$ cat src/rtl/csr_regs.vh
// Field positions, selectors and reset values of the core special registers
`ifndef CSR_REGS_VH
`define CSR_REGS_VH
// Special-register selectors for move to / move from
`define CSR_SEL_COMBINED 3'h0
`define CSR_SEL_EXEC_EXC 3'h1
`define CSR_SEL_FLAGS_EXC 3'h2
`define CSR_SEL_FLAGS_EXEC 3'h3
`define CSR_SEL_FLAGS_ONLY 3'h4
`define CSR_SEL_MAIN_FLOOR 3'h5
`define CSR_SEL_PROC_FLOOR 3'h6
// Combined status field positions
`define CSR_BIT_NEG 31
`define CSR_BIT_ZERO 30
`define CSR_BIT_CARRY 29
`define CSR_BIT_OVF 28
`define CSR_BIT_SAT 27
`define CSR_BIT_ISTATE 24
`define CSR_EXC_MSB 8
// Masks of the views
`define CSR_FLAGS_MASK 32'hf8000000
`define CSR_EXC_MASK 32'h000001ff
`define CSR_EXEC_MASK 32'h0700fc00
`define CSR_FLOOR_MASK 32'hfffffff8
// Reset values
`define CSR_LINK_RESET 32'hffffffff
`define CSR_FLOOR_RESET 32'h00000000
`define CSR_PC_RESET 32'h00000000
`endif

$ cat src/rtl/csr_core_special.v
// Core special registers: stack floors, link, program counter, combined status
// Notes on behaviour
// - With security present, four floors: secure/nonsecure main and process, banked.
// - Without security, just one main and one process floor.
// - Floor registers keep the limit address in bits 31 to 3.
// - Link register resets to all ones and holds return information.
// - Program counter resets to the reset vector fetched from the vector table.
// - Flags, exception number and execution state are disjoint fields of one word.
// - Moves accept combined, exec+exception (read only), flags+exception, flags+exec views.
// - Writes through any status view leave the exception number unchanged.
// - Software reads execution state as zero; writes to it are ignored.
// - Flags at 31, 30, 29, 28, 27; bits 23:16 and 9 reserved.
// - Flags-only selector write updates negative, zero, carry, overflow, saturation.
// - Exception number bits 8:0 report current exception, 16 to 495 external.
// - Exception field width follows interrupt count: 6, 7, 8 or 9 bits.
// - Execution state: resume or block state 26:25,15:10; instruction-state bit 24.
// - Interrupted multi-transfer may record next register in bits 15:12 and resume.
// - While resume point is held, bits 26:25 and 11:10 are zero.
// - Transfers that cannot resume restart from the first register.
// - Conditional block covers up to four conditional instructions after its start.
// - Transfers inside a conditional block restart rather than resume.
// - Instruction-state bit changes only on register branch, PC load, return, vector.
// - Executing with instruction-state bit zero raises a fault.
// - Moving a stack pointer below its floor raises an exception.
// - At reset instruction-state bit comes from vector bit 0; other status bits clear.
`timescale 1ns/1ps
`default_nettype none
`include "csr_regs.vh"
module csr_core_special #(
	parameter SECURE = 1,
	parameter NUM_IRQ = 480
) (
	// Clock and reset
	input wire i_core_clk,
	input wire i_rst_n,
	// Software special-register moves
	input wire i_mov_wr,
	input wire i_mov_rd,
	input wire [2:0] i_mov_sel,
	input wire [31:0] i_mov_wdata,
	input wire i_cur_secure,
	input wire i_sp_is_process,
	output reg [31:0] o_mov_rdata,
	// Reset vector fetch
	input wire i_vec_valid,
	input wire [31:0] i_vec_pc,
	// Pipeline updates
	input wire i_flags_upd,
	input wire [4:0] i_flags_val,
	input wire i_lr_wr,
	input wire [31:0] i_lr_data,
	input wire i_pc_wr,
	input wire [31:0] i_pc_data,
	input wire i_exc_upd,
	input wire [8:0] i_exc_num,
	input wire i_istate_wr,
	input wire i_istate_val,
	input wire i_exec_upd,
	input wire [7:0] i_exec_val,
	input wire i_xfer_intr,
	input wire [3:0] i_xfer_next_reg,
	input wire i_xfer_resumable,
	input wire i_exec_attempt,
	input wire i_sp_upd,
	input wire [31:0] i_sp_new,
	// Status and faults
	output reg [31:0] o_lr,
	output reg [31:0] o_pc,
	output reg [31:0] o_status,
	output reg o_xfer_restart,
	output reg o_state_fault,
	output reg o_stack_fault
);
	localparam EXC_W = (NUM_IRQ <= 47) ? 6 : (NUM_IRQ <= 111) ? 7 : (NUM_IRQ <= 239) ? 8 : 9;
	localparam NBANK = SECURE ? 2 : 1;

	// Packs the execution state byte into its split field positions
	function [31:0] exec_pack;
		input [7:0] s;
		input ist;
		begin
			exec_pack = {5'h00, s[7:6], ist, 8'h00, s[5:0], 10'h000};
		end
	endfunction

	reg [4:0] flags_q;
	reg [EXC_W-1:0] exc_q;
	reg istate_q;
	reg [7:0] exec_q;
	reg boot_q;
	reg [31:0] status_full;
	reg [31:0] view_d;
	wire in_block = (exec_q[7:6] != 2'h0) || (exec_q[1:0] != 2'h0);
	wire [31:0] floor_m [0:1];
	wire [31:0] floor_p [0:1];
	wire below_m [0:1];
	wire below_p [0:1];
	wire bank = (SECURE != 0) ? i_cur_secure : 1'b0;
	wire flags_sel = (i_mov_sel == `CSR_SEL_COMBINED) || (i_mov_sel == `CSR_SEL_FLAGS_EXC) ||
		(i_mov_sel == `CSR_SEL_FLAGS_EXEC) || (i_mov_sel == `CSR_SEL_FLAGS_ONLY);

	genvar g;
	generate
		for (g = 0; g < 2; g = g + 1) begin : g_bank
			if (g < NBANK) begin : g_on
				csr_floor_bank u_main (
					.i_core_clk(i_core_clk),
					.i_rst_n(i_rst_n),
					.i_wr_en(i_mov_wr && i_mov_sel == `CSR_SEL_MAIN_FLOOR && bank == g),
					.i_wr_data(i_mov_wdata),
					.i_sp_new(i_sp_new),
					.o_floor(floor_m[g]),
					.o_below(below_m[g])
				);
				csr_floor_bank u_proc (
					.i_core_clk(i_core_clk),
					.i_rst_n(i_rst_n),
					.i_wr_en(i_mov_wr && i_mov_sel == `CSR_SEL_PROC_FLOOR && bank == g),
					.i_wr_data(i_mov_wdata),
					.i_sp_new(i_sp_new),
					.o_floor(floor_p[g]),
					.o_below(below_p[g])
				);
			end else begin : g_off
				assign floor_m[g] = 32'h00000000;
				assign floor_p[g] = 32'h00000000;
				assign below_m[g] = 1'b0;
				assign below_p[g] = 1'b0;
			end
		end
	endgenerate

	// Reads: execution bits always masked out for software
	always @* begin
		status_full = 32'h00000000;
		status_full[31:27] = flags_q;
		status_full[EXC_W-1:0] = exc_q;
		case (i_mov_sel)
			`CSR_SEL_COMBINED: view_d = status_full & (`CSR_FLAGS_MASK | `CSR_EXC_MASK);
			`CSR_SEL_EXEC_EXC: view_d = status_full & `CSR_EXC_MASK;
			`CSR_SEL_FLAGS_EXC: view_d = status_full & (`CSR_FLAGS_MASK | `CSR_EXC_MASK);
			`CSR_SEL_FLAGS_EXEC: view_d = status_full & `CSR_FLAGS_MASK;
			`CSR_SEL_FLAGS_ONLY: view_d = status_full & `CSR_FLAGS_MASK;
			`CSR_SEL_MAIN_FLOOR: view_d = floor_m[bank];
			`CSR_SEL_PROC_FLOOR: view_d = floor_p[bank];
			default: view_d = 32'h00000000;
		endcase
	end

	always @(posedge i_core_clk or negedge i_rst_n) begin
		if (!i_rst_n) begin
			flags_q <= 5'h00;
			exc_q <= {EXC_W{1'b0}};
			istate_q <= 1'b0;
			exec_q <= 8'h00;
			boot_q <= 1'b1;
			o_lr <= `CSR_LINK_RESET;
			o_pc <= `CSR_PC_RESET;
			o_status <= 32'h00000000;
			o_mov_rdata <= 32'h00000000;
			o_xfer_restart <= 1'b0;
			o_state_fault <= 1'b0;
			o_stack_fault <= 1'b0;
		end else begin
			if (i_vec_valid) begin
				istate_q <= i_vec_pc[0];
				if (boot_q) begin
					o_pc <= {i_vec_pc[31:1], 1'b0};
				end
				boot_q <= 1'b0;
			end else if (i_istate_wr) begin
				istate_q <= i_istate_val;
			end
			if (i_pc_wr && !(i_vec_valid && boot_q)) begin
				o_pc <= i_pc_data;
			end
			if (i_lr_wr) begin
				o_lr <= i_lr_data;
			end
			// Software write of flags; exception and execution bits untouched
			if (i_mov_wr && flags_sel) begin
				flags_q <= i_mov_wdata[31:27];
			end else if (i_flags_upd) begin
				flags_q <= i_flags_val;
			end
			if (i_exc_upd) begin
				exc_q <= i_exc_num[EXC_W-1:0];
			end
			// Resume point only outside a conditional block; else restart
			if (i_xfer_intr) begin
				if (i_xfer_resumable && !in_block) begin
					exec_q <= {2'h0, i_xfer_next_reg, 2'h0};
					o_xfer_restart <= 1'b0;
				end else begin
					o_xfer_restart <= 1'b1;
				end
			end else begin
				o_xfer_restart <= 1'b0;
				if (i_exec_upd) begin
					exec_q <= i_exec_val;
				end
			end
			o_state_fault <= i_exec_attempt && !istate_q;
			o_stack_fault <= i_sp_upd && (i_sp_is_process ? below_p[bank] : below_m[bank]);
			o_status <= status_full | exec_pack(exec_q, istate_q);
			if (i_mov_rd) begin
				o_mov_rdata <= view_d;
			end
		end
	end
endmodule
`default_nettype wire

$ cat src/rtl/csr_floor_bank.v
// One stack floor register with limit compare
`timescale 1ns/1ps
`default_nettype none
`include "csr_regs.vh"
module csr_floor_bank (
	// Clock and reset
	input wire i_core_clk,
	input wire i_rst_n,
	// Write port
	input wire i_wr_en,
	input wire [31:0] i_wr_data,
	// Limit check
	input wire [31:0] i_sp_new,
	output wire [31:0] o_floor,
	output wire o_below
);
	reg [31:0] floor_q;
	always @(posedge i_core_clk or negedge i_rst_n) begin
		if (!i_rst_n) begin
			floor_q <= `CSR_FLOOR_RESET;
		end else if (i_wr_en) begin
			floor_q <= i_wr_data & `CSR_FLOOR_MASK;
		end
	end
	assign o_floor = floor_q;
	assign o_below = (i_sp_new < floor_q);
endmodule
`default_nettype wire

$ cat config.mk
export PLATFORM = sky130hd
export DESIGN_NAME = csr_core_special
export DESIGN_NICKNAME = d
export VERILOG_FILES = /design/src/rtl/csr_core_special.v /design/src/rtl/csr_floor_bank.v
export VERILOG_INCLUDE_DIRS = /design/src /design/src/rtl
export SDC_FILE = /design/constraint.sdc
export NUM_CORES = 1
export LEC_CHECK = 0
export ABC_CLOCK_PERIOD_IN_PS = 2700
export BUFFER_PORTS_ARGS = -buffer_cell sky130_fd_sc_hd__buf_2
export CORE_MARGIN = 2
export CORE_UTILIZATION = 45
export DETAILED_ROUTE_END_ITERATION = 7
export PLACE_DENSITY = 0.73
export RECOVER_POWER = 100
export SLEW_MARGIN = 20
export SYNTH_ARGS = -nofsm -noshare
export SYNTH_HDL_FRONTEND = slang
export SYNTH_HIERARCHICAL = 1
export SYNTH_SLANG_ARGS = --single-unit
$ cat constraint.sdc
create_clock -name i_core_clk -period 2.7 [get_ports i_core_clk]
set_clock_uncertainty 0.05 [all_clocks]
set_input_delay 0.54 -clock i_core_clk [delete_from_list [all_inputs] [get_ports i_core_clk]]
set_output_delay 0.54 -clock i_core_clk [all_outputs]
set_load 0.05 [all_outputs]
==> out/results.ini, run 1 <==
[sta]
rsz0062_at_grt = false
finalHoldViolCount = 0
min_period_ns = 2.505
fmax_mhz = 399.2
layout_setup_ws_ns = 0.1953
setup_viol = 0
slew_headroom_pct = -5.016
period_share_pct = 92.77
slew_violations = 95
worst_pin_slew_ns = 1.575

[job]
maxCapViolCount = 2

[detailed_routing]
wl_um = 37370
vias = 10900
ant_nets = 0
routedWlPerCell_um = 18.09
dr.pass1.iters = 6
viasPerCell = 5.274
drtIter0Drc = 582
route.detailed.drc = 0

[logic_synthesis]
syn-cell-area_um2 = 13700
ys_types = 39
synth_edf_count = 0
async_flop_share_pct = 100.0
ys_seq_area_share_pct = 48.14
ys_ff_latch = 262
ys.flop_type = dfrtp_1
ys.warnings.count = 6
avgSynthCellArea_um2 = 10.27
netlist_instances = 1335

[die]
initial_core_util_pct = 45.99
die_area_um2 = 31870
ioPinCount = 338
core_area_um2 = 29800
die_w_um = 178.5
fp-row-count = 63
fp.dieH_um = 178.5

[worst_setup_path]
setup.worst_path.end_class = flip-flop
worst_path_max_delay_cell = mux4_2
startpoint_type = flip-flop
slowest_delay_ns = 0.52
crit_top_cell = a31oi_1
reg2reg_depth = 10
cp_cell_sequence = inv_1 > ha_1 > nand2_1 > o21ai_0 > a31oi_1 > o41ai_1 > buf_4 > a31oi_1 > mux4_2 > and2_1
worstPathArrival_ns = 2.89
crit_type = reg -> reg
required_ns = 3.09
path_max_fanout = 2

[layout]
drive_gt1_share_pct = 23.54
syn2layout_area_growth_pct = 20.13
final_core_util_pct = 55.25
fin_area_um2 = 16460
layout.nets = 1970
layout_common_cells = dfrtp_1 (229), buf_2 (195), nand2_1 (179), o21ai_0 (168), inv_1 (145)
final_common_cell = dfrtp_1
fin_cells = 2066

[status]
violations = max-capacitance violations, max-slew violations
status = finished with violations

[place]
gp_congestion = 0.8703
placed_cells = 2009
dpl_cell_area_um2 = 15750
place_hpwl_um = 28030
port_buffers = 322
pre_cts_slack_ns = -0.2545

[global_route]
met2_usage_pct = 39.38
antenna_found_initial = 7
grt_max_degree = 72
gr-total-overflow = 0
use_met3_pct = 3.772
first_global_vias = 10590
grt_usage_pct = 22.61
met1_usage_pct = 28.44
busiest_layer = met2
grt_pass1_wl_um = 56500

[clocking]
post_cts_buffers = 0
clk_pin_slew_ns = 0.07
cts_sinks = 262
cts_buffer_depth = 3
cts_buffers = 29
cts_tree = built
cts_htree_levels = 1
clk_latency_ns = 0.55
clock_tree.root_cell = clkbuf_16

[pwr]
peakVddDrop_mv = 0.5689
power.density_nw_per_um2 = 751.9
p_leak_nw = 7.782

[min_path]
hold_depth = 2
hold_class = in -> reg

## critical path: cells and delay by family, from the launching register on
family | cells | cell delay [ns]
buffers and inverters | 2 | 0.24
multiplexers | 1 | 0.52
AO/OA/AOI/OAI | 4 | 0.72
adder cells (fa/ha/maj) | 1 | 0.29
flip-flops | 1 | 0.35
AND/OR/NAND/NOR | 2 | 0.23
## metal layers
metal / share of wire, % / up-vias
li1: - / 5227
met4: 3.2 / 10
met5: 0.19 / -
met1: 41 / 5230
met2: 49 / 350
met3: 6.6 / 79
## timing repair
item	4_1_cts	5_1_grt
endpoints found under the hold margin	59	0
resized for setup	1	0
setup endpoints to repair	1	0
hold buffers	1	0
## layout make-up
type,count,area [um^2]
clock inverters,22,209.0
clock buffers,32,747.0
inverters,145,544.3
repair buffers,355,1714
diodes,2,5.005
fillers,2668,13330
well taps,390,488.0
flip-flops and latches,262,6598
multi-input cells,858,6158
## metrics by stage
| stage | setup TNS (ns) | power, mW | hold WS [ns] |
|---|---|---|---|
| 3_3_place_gp | -0.2257 | 8.409 | 0.3168 |
| 3_5_place_dp | -0.2545 | 8.529 | 0.3305 |
| 2_1_floorplan | 0 | 7.383 | 0.1944 |
| 6_report | 0 | 12.38 | 0.1015 |
| 5_1_grt | 0 | 13.09 | 0.09647 |
| 4_1_cts | 0 | 12.53 | 0.08090 |
## report_power, final
group / internal (mW) / leakage [nW] / switching [mW]
Combinational: 1.19 / 4.20 / 2.26
Clock: 2.30 / 0.478 / 1.66
Sequential: 4.62 / 3.10 / 0.351
## path summary, 6_finish.rpt
| check | startpoint | end | slack (ns) |
|---|---|---|---|
| hold reg to reg | exec_q[4]$_DFFE_PN0P_ | o_status[14]$_DFF_PN0_ | 0.34 |
| setup / recovery | g_bank[0].g_on.u_proc/o_floor[5]$_DFFE_PN0P_ | o_stack_fault$_DFF_PN0_ | 0.20 |
| setup reg to reg | g_bank[0].g_on.u_proc/o_floor[5]$_DFFE_PN0P_ | o_stack_fault$_DFF_PN0_ | 0.20 |
| max in group asynchronous | i_rst_n | o_mov_rdata[0]$_DFFE_PN0P_ | 0.41 |
| min in group asynchronous | i_rst_n | o_status[12]$_DFF_PN0_ | 0.87 |
| hold / removal | i_vec_valid | boot_q$_DFFE_PN1P_ | 0.10 |
## cells by family (layout without fill, tap and decap cells)
kind of cell    after synthesis  count (layout)  share of synthesized area, %
other cells                   5              23                        0.1370
flops                       262             262                         48.14
simple gates                237             237                         7.496
mux                         158             158                         12.43
compound gates              330             330                         14.17
buf+inv                     231             554                         7.404
fa+ha+maj                   112             112                         10.23
## cells in the mapped netlist (5+ instances only)
cell | n | area [um^2]
nor2_1 | 17 | 63.81
buf_2 | 22 | 110.1
o22a_1 | 18 | 157.7
inv_1 | 145 | 544.3
buf_4 | 24 | 180.2
o21ai_0 | 168 | 840.8
a31oi_1 | 12 | 75.07
nand3_1 | 5 | 25.02
dfrtp_1 | 229 | 5731
mux2i_1 | 70 | 700.7
nand4_1 | 12 | 75.07
mux2_2 | 82 | 923.4
nand2_1 | 178 | 668.1
mux2_1 | 5 | 56.30
clkbuf_1 | 35 | 131.4
a222oi_1 | 14 | 140.1
dfstp_2 | 33 | 867.1
ha_1 | 112 | 1401
a21oi_1 | 49 | 245.2
o22ai_1 | 32 | 200.2
a21o_1 | 20 | 150.1
conb_1 | 5 | 18.77
nor2b_1 | 10 | 62.56
## flip-flops by register name, indices dropped and copies added, names as in the netlist
| register | count |
|---|---|
| boot_q | 1 |
| exc_q | 9 |
| exec_q | 8 |
| flags_q | 5 |
| g_bank.g_on.u_main/o_floor | 58 |
| g_bank.g_on.u_proc/o_floor | 58 |
| istate_q | 1 |
| o_lr | 32 |
| o_mov_rdata | 32 |
| o_pc | 32 |
| o_stack_fault | 1 |
| o_state_fault | 1 |
| o_status | 23 |
| o_xfer_restart | 1 |
Note: power is estimated with default switching activity, not from simulation.
==> run 2, diff against run 1 <==
ABC_AREA = 1   (was unset)
==> out/results.ini, run 2 <==
[die]
ioPinCount = 338
die_area_um2 = 33260
core_area_um2 = 31470
fp-row-count = 65
initial_core_util_pct = 45.49
fp.dieH_um = 182.4
die_w_um = 182.4

[global_route]
grt_usage_pct = 23.37
grt_pass1_wl_um = 62460
first_global_vias = 12020
antenna_found_initial = 10
gr-total-overflow = 0
grt_max_degree = 76

[clocking]
post_cts_buffers = 0
cts_buffer_depth = 3
clk_pin_slew_ns = 0.06
cts_buffers = 30
clk_latency_ns = 0.55
clock_tree.root_cell = clkbuf_16
cts_tree = built
cts_sinks = 262
cts_htree_levels = 1

[logic_synthesis]
synth_edf_count = 0
avgSynthCellArea_um2 = 7.980
netlist_instances = 1794
synth_top_area_cell = dfrtp_1
ys.warnings.count = 6
ys_seq_area_share_pct = 46.08
ys_types = 35
ys_ff_latch = 262
syn-cell-area_um2 = 14320
synthTopCellsByCount = nand2_1 (767), dfrtp_1 (229), inv_1 (178)
ys.flop_type = dfrtp_1
yosysMostFrequentCell = nand2_1
async_flop_share_pct = 100.0
synthTopCellsByArea = dfrtp_1 (40%), nand2_1 (20%), ha_1 (9.8%), dfstp_2 (6.1%), inv_1 (4.7%)
synth_top_area_share_pct = 40.03

[place]
gp_congestion = 0.8451
place_hpwl_um = 28290
placed_cells = 2468
port_buffers = 322

[layout]
final_common_cell = nand2_1
drive_gt1_share_pct = 16.39
syn2layout_area_growth_pct = 18.96
layout_common_cells = nand2_1 (769), dfrtp_1 (229), buf_2 (196), inv_1 (178), clkbuf_1 (132)
fin_cells = 2532
layout.nets = 2418
final_core_util_pct = 54.11

[status]
status = finished with violations
violations = max-capacitance violations, max-slew violations

[sta]
slew_headroom_pct = -13.64
rsz0062_at_grt = false
worst_pin_slew_ns = 1.705
fmax_mhz = 459.6
slew_violations = 33
min_period_ns = 2.176
finalHoldViolCount = 0
fin_setup_tns_ns = 0
period_share_pct = 80.58
setup_viol = 0
holdWs_ns = 0.1534

[worst_setup_path]
worstPathArrival_ns = 2.48
required_ns = 3.01
path_max_fanout = 58
startpoint_type = input pin
setup.worst_path.end_class = flip-flop
crit_type = in -> reg

[detailed_routing]
drtIter0Drc = 938
viasPerCell = 4.943
route.detailed.drc = 0
ant_nets = 0
routedWlPerCell_um = 15.58
dr.pass1.iters = 6
wl_um = 39450
vias = 12520

[pwr]
power_frac_clock_pct = 33.6
p_int_mw = 8.176
comb_power_share_pct = 26.9
peakVddDrop_mv = 0.4785
p_seq_share_pct = 39.5
p_switching_mw = 4.354
power.density_nw_per_um2 = 735.8
p_leak_nw = 8.936
p_sw_share_pct = 34.75

[min_path]
hold_class = in -> reg

[job]
maxCapViolCount = 1

run 2: changes by cell type in the layout (fill, tap and decap cells not counted), moves of 32 or more:
cell and delta:
o21ai_0 -42, nand2_1 +590, nand3_1 +86, mux2_2 -43
inv_1 +33, mux2i_1 -70, o22ai_1 -32
run 2: stage by stage:
| step | area [um^2] | total power, mW | setup slack, ns |
|---|---|---|---|
| 6_report | 17030 | 12.53 | 0.5242 |
| 5_1_grt | 17030 | 13.31 | 0.3389 |
| 4_1_cts | 17280 | 12.69 | 0.7383 |
| 3_5_place_dp | 16230 | 8.424 | 0.5604 |
| 3_3_place_gp | 16230 | 8.300 | 0.5753 |
| 2_1_floorplan | 14380 | 7.373 | 0.8490 |
run 2: worst max-delay path, cell delays in order:
cell and delay [ns]:
clkbuf_1 0.14, nand2_1 0.19, nor2_1 0.21, inv_1 0.09, nor3_2 0.10, clkbuf_2 0.95
o21ai_0 0.24
run 2: area by class of cell:
cell class                      instances  area, um^2
Sequential cell                       262        6598
Tap cell                              402       503.0
Clock buffer                           42       909.6
Multi-Input combinational cell       1277        6524
Antenna cell                            7       17.52
Inverter                              182       683.2
Fill cell                            3036       14440
Timing Repair Buffer                  346        1662
Clock inverter                         14       133.9
run 2: layer usage:
metal,vias to the layer above,GRT usage (%),wire length (um)
met4,4,6.452,771
met2,426,37.28,18090
met3,57,3.692,2737
met5,-,0,25
met1,5812,33.17,17820
li1,6216,-,-
run 2: cell families after synthesis:
logic type	count (synthesis)	share of synthesized area (%)
simple gates	925	25.72
buf+inv	271	8.574
flops	262	46.08
compound gates	178	6.476
fa+ha+maj	112	9.788
mux	41	3.225
other cells	5	0.1311
run 2: path summary, 6_finish.rpt:
kind,from,end,slack (ns),cells after the start
min in group asynchronous,i_rst_n,o_mov_rdata[14]$_DFFE_PN0P_,0.43,2
min reg2reg,exec_q[4]$_DFFE_PN0P_,o_status[14]$_DFF_PN0_,0.32,0
max,i_mov_sel[1],g_bank[1].g_on.u_proc/o_floor[23]$_DFFE_PN0P_,0.52,7
max reg2reg,boot_q$_DFFE_PN1P_,o_pc[29]$_DFFE_PN0P_,0.77,6
max in group asynchronous,i_rst_n,o_mov_rdata[30]$_DFFE_PN0P_,0.70,3
min,i_exec_attempt,o_state_fault$_DFF_PN0_,0.15,3
run 2: what timing repair did:
action	4_1_cts	5_1_grt
gates resized for setup	0	0
hold endpoints to repair	44	0
hold buffers	1	0
run 2: power groups by stage:
stage	clock, mW	combinational, mW	sequential [mW]
floorplan	0	1.74	5.64
global placement	0	3.32	4.98
detailed placement	0	3.42	5.01
CTS	4.30	3.44	4.94
global route	4.48	3.80	5.03
finish	4.21	3.37	4.95
==> run 3, diff against run 2 <==
ABC_AREA = 0   (was 1)
ABC_CLOCK_PERIOD_IN_PS = 2150   (was 2700)
clock period = 2.15 ns   (was 2.7 ns; I/O delays follow)
==> out/results.ini, run 3 (synthesized netlist as in run 1, its figures left out) <==
[status]
status = finished with violations
violations = max-capacitance violations, max-slew violations, negative setup slack

[pwr]
p_int_mw = 10.81
p_seq_share_pct = 38.6
p_switching_mw = 5.376
peakVddDrop_mv = 0.6579
comb_power_share_pct = 28.4
p_sw_share_pct = 33.22
p_leak_nw = 7.991
power.density_nw_per_um2 = 959.5
power_frac_clock_pct = 33.0

[clocking]
cts_tree = built
clock_tree.root_cell = clkbuf_16
cts_buffer_depth = 3
cts_htree_levels = 1
cts_buffers = 28
cts_sinks = 262
clk_pin_slew_ns = 0.06
clk_latency_ns = 0.55

[worst_setup_path]
crit_type = reg -> reg
startpoint_type = flip-flop
reg2reg_from = g_bank[0].g_on.u_main/o_floor[5]$_DFFE_PN0P_
worstPathArrival_ns = 2.73
reg2reg_depth = 10
path_max_fanout = 2
setup.worst_path.end_class = flip-flop
required_ns = 2.54
rr_endpoint = o_stack_fault$_DFF_PN0_
reg2reg_slack_ns = -0.19

[sta]
min_period_ns = 2.345
setup_viol = 1
period_share_pct = 109.1
slew_headroom_pct = -4.642
slew_violations = 33
worst_pin_slew_ns = 1.570
layout_setup_ws_ns = -0.1949
fmax_mhz = 426.4
rsz0062_at_grt = true
finalHoldViolCount = 0
holdWs_ns = 0.03339

[place]
placed_cells = 2029
gp_congestion = 0.8365
port_buffers = 322
place_hpwl_um = 28520

[layout]
seqCellArea_um2 = 6598
fin_cells = 2088
syn2layout_area_growth_pct = 23.09
fill_cells = 2617
layout_common_cells = dfrtp_1 (229), buf_2 (197), nand2_1 (178), o21ai_0 (164), inv_1 (137)
multi_input_area_um2 = 6312
layout.nets = 1994
final_common_cell = dfrtp_1
drive_gt1_share_pct = 26.75

[global_route]
gr-total-overflow = 0
grt_usage_pct = 23.11
grt_max_degree = 64
first_global_vias = 10670
antenna_found_initial = 5
grt_pass1_wl_um = 57520

[die]
die_w_um = 178.5
initial_core_util_pct = 45.99
core_area_um2 = 29800
ioPinCount = 338
die_area_um2 = 31870
fp.dieH_um = 178.5
fp-row-count = 63

[detailed_routing]
routedWlPerCell_um = 18.26
dr.pass1.iters = 5
vias = 10940
viasPerCell = 5.241
route.detailed.drc = 0
ant_nets = 0
wl_um = 38120
drtIter0Drc = 563

[min_path]
hold_depth = 2
whs_endpoint = boot_q$_DFFE_PN1P_
hold_class = in -> reg
hp-start = i_vec_valid

[job]
maxCapViolCount = 1

## run 3: worst max path at each step
stage | start | endpoint | slack [ns] | cells after the start
floorplan | i_sp_new[31] | o_stack_fault$_DFF_PN0_ | 0.001 | 8
global placement | i_sp_new[5] | o_stack_fault$_DFF_PN0_ | -0.42 | 10
detailed placement | i_sp_new[5] | o_stack_fault$_DFF_PN0_ | -0.42 | 10
CTS | g_bank[0].g_on.u_proc/o_floor[4]$_DFFE_PN0P_ | o_stack_fault$_DFF_PN0_ | -0.22 | 10
global route | g_bank[0].g_on.u_main/o_floor[5]$_DFFE_PN0P_ | o_stack_fault$_DFF_PN0_ | -0.27 | 10
finish | g_bank[0].g_on.u_main/o_floor[5]$_DFFE_PN0P_ | o_stack_fault$_DFF_PN0_ | -0.19 | 10
## run 3: power by group through the flow
stage / clock network [mW] / logic, mW / registers, mW
after floorplan: 0 / 2.16 / 7.12
after global placement: 0 / 4.39 / 6.27
after detailed placement: 0 / 4.48 / 6.32
after CTS: 5.45 / 4.56 / 6.24
after global routing: 5.65 / 5.08 / 6.35
final: 5.34 / 4.59 / 6.25
## run 3: worst max-delay path, stage by stage (launching register included)
cell     delay (ns)
dfrtp_1        0.37
inv_2          0.06
ha_4           0.26
nand2_1        0.07
o21ai_2        0.21
a31oi_4        0.12
o41ai_2        0.28
buf_4          0.16
a31oi_1        0.07
mux4_2         0.44
and2_1         0.15
## run 3: layer usage
metal  wire [um]  vias to the layer above  GRT usage (%)
li1            -                     5284              -
met1       15790                     5234          28.99
met2       18730                      352          40.49
met3        2692                       66          4.412
met4         858                        8          6.673
met5          55                        -              0
## run 3: stage by stage
stage	utilization [%]	setup WS (ns)	cell area (um^2)	power [mW]	setup TNS [ns]
floorplan	-	0.001384	13760	9.272	0
global placement	53.45	-0.4171	15930	10.66	-0.4171
detailed placement	53.45	-0.4182	15930	10.80	-0.4182
CTS	57.05	-0.2198	17000	16.25	-0.2198
global route	56.61	-0.2734	16870	17.08	-6.208
finish	56.61	-0.1949	16870	16.19	-0.1949
## run 3: area by class of cell
class                   count  area share [%]
well taps                 390           2.893
multi-input cells         858           37.42
repair buffers            380           11.21
clock buffers              40           4.843
clock inverters            12           1.283
flip-flops and latches    262           39.11
diodes                      1         0.01483
inverters                 145           3.227
## run 3: what timing repair did
| action | 4_1_cts | 5_1_grt |
|---|---|---|
| endpoints found under the setup margin | 1 | 1 |
| pin swaps | 11 | 15 |
| cloned | 0 | 0 |
| endpoints found under the hold margin | 29 | 0 |
| hold buffers | 1 | 0 |
| setup buffers | 1 | 4 |
| gates resized for setup | 9 | 21 |
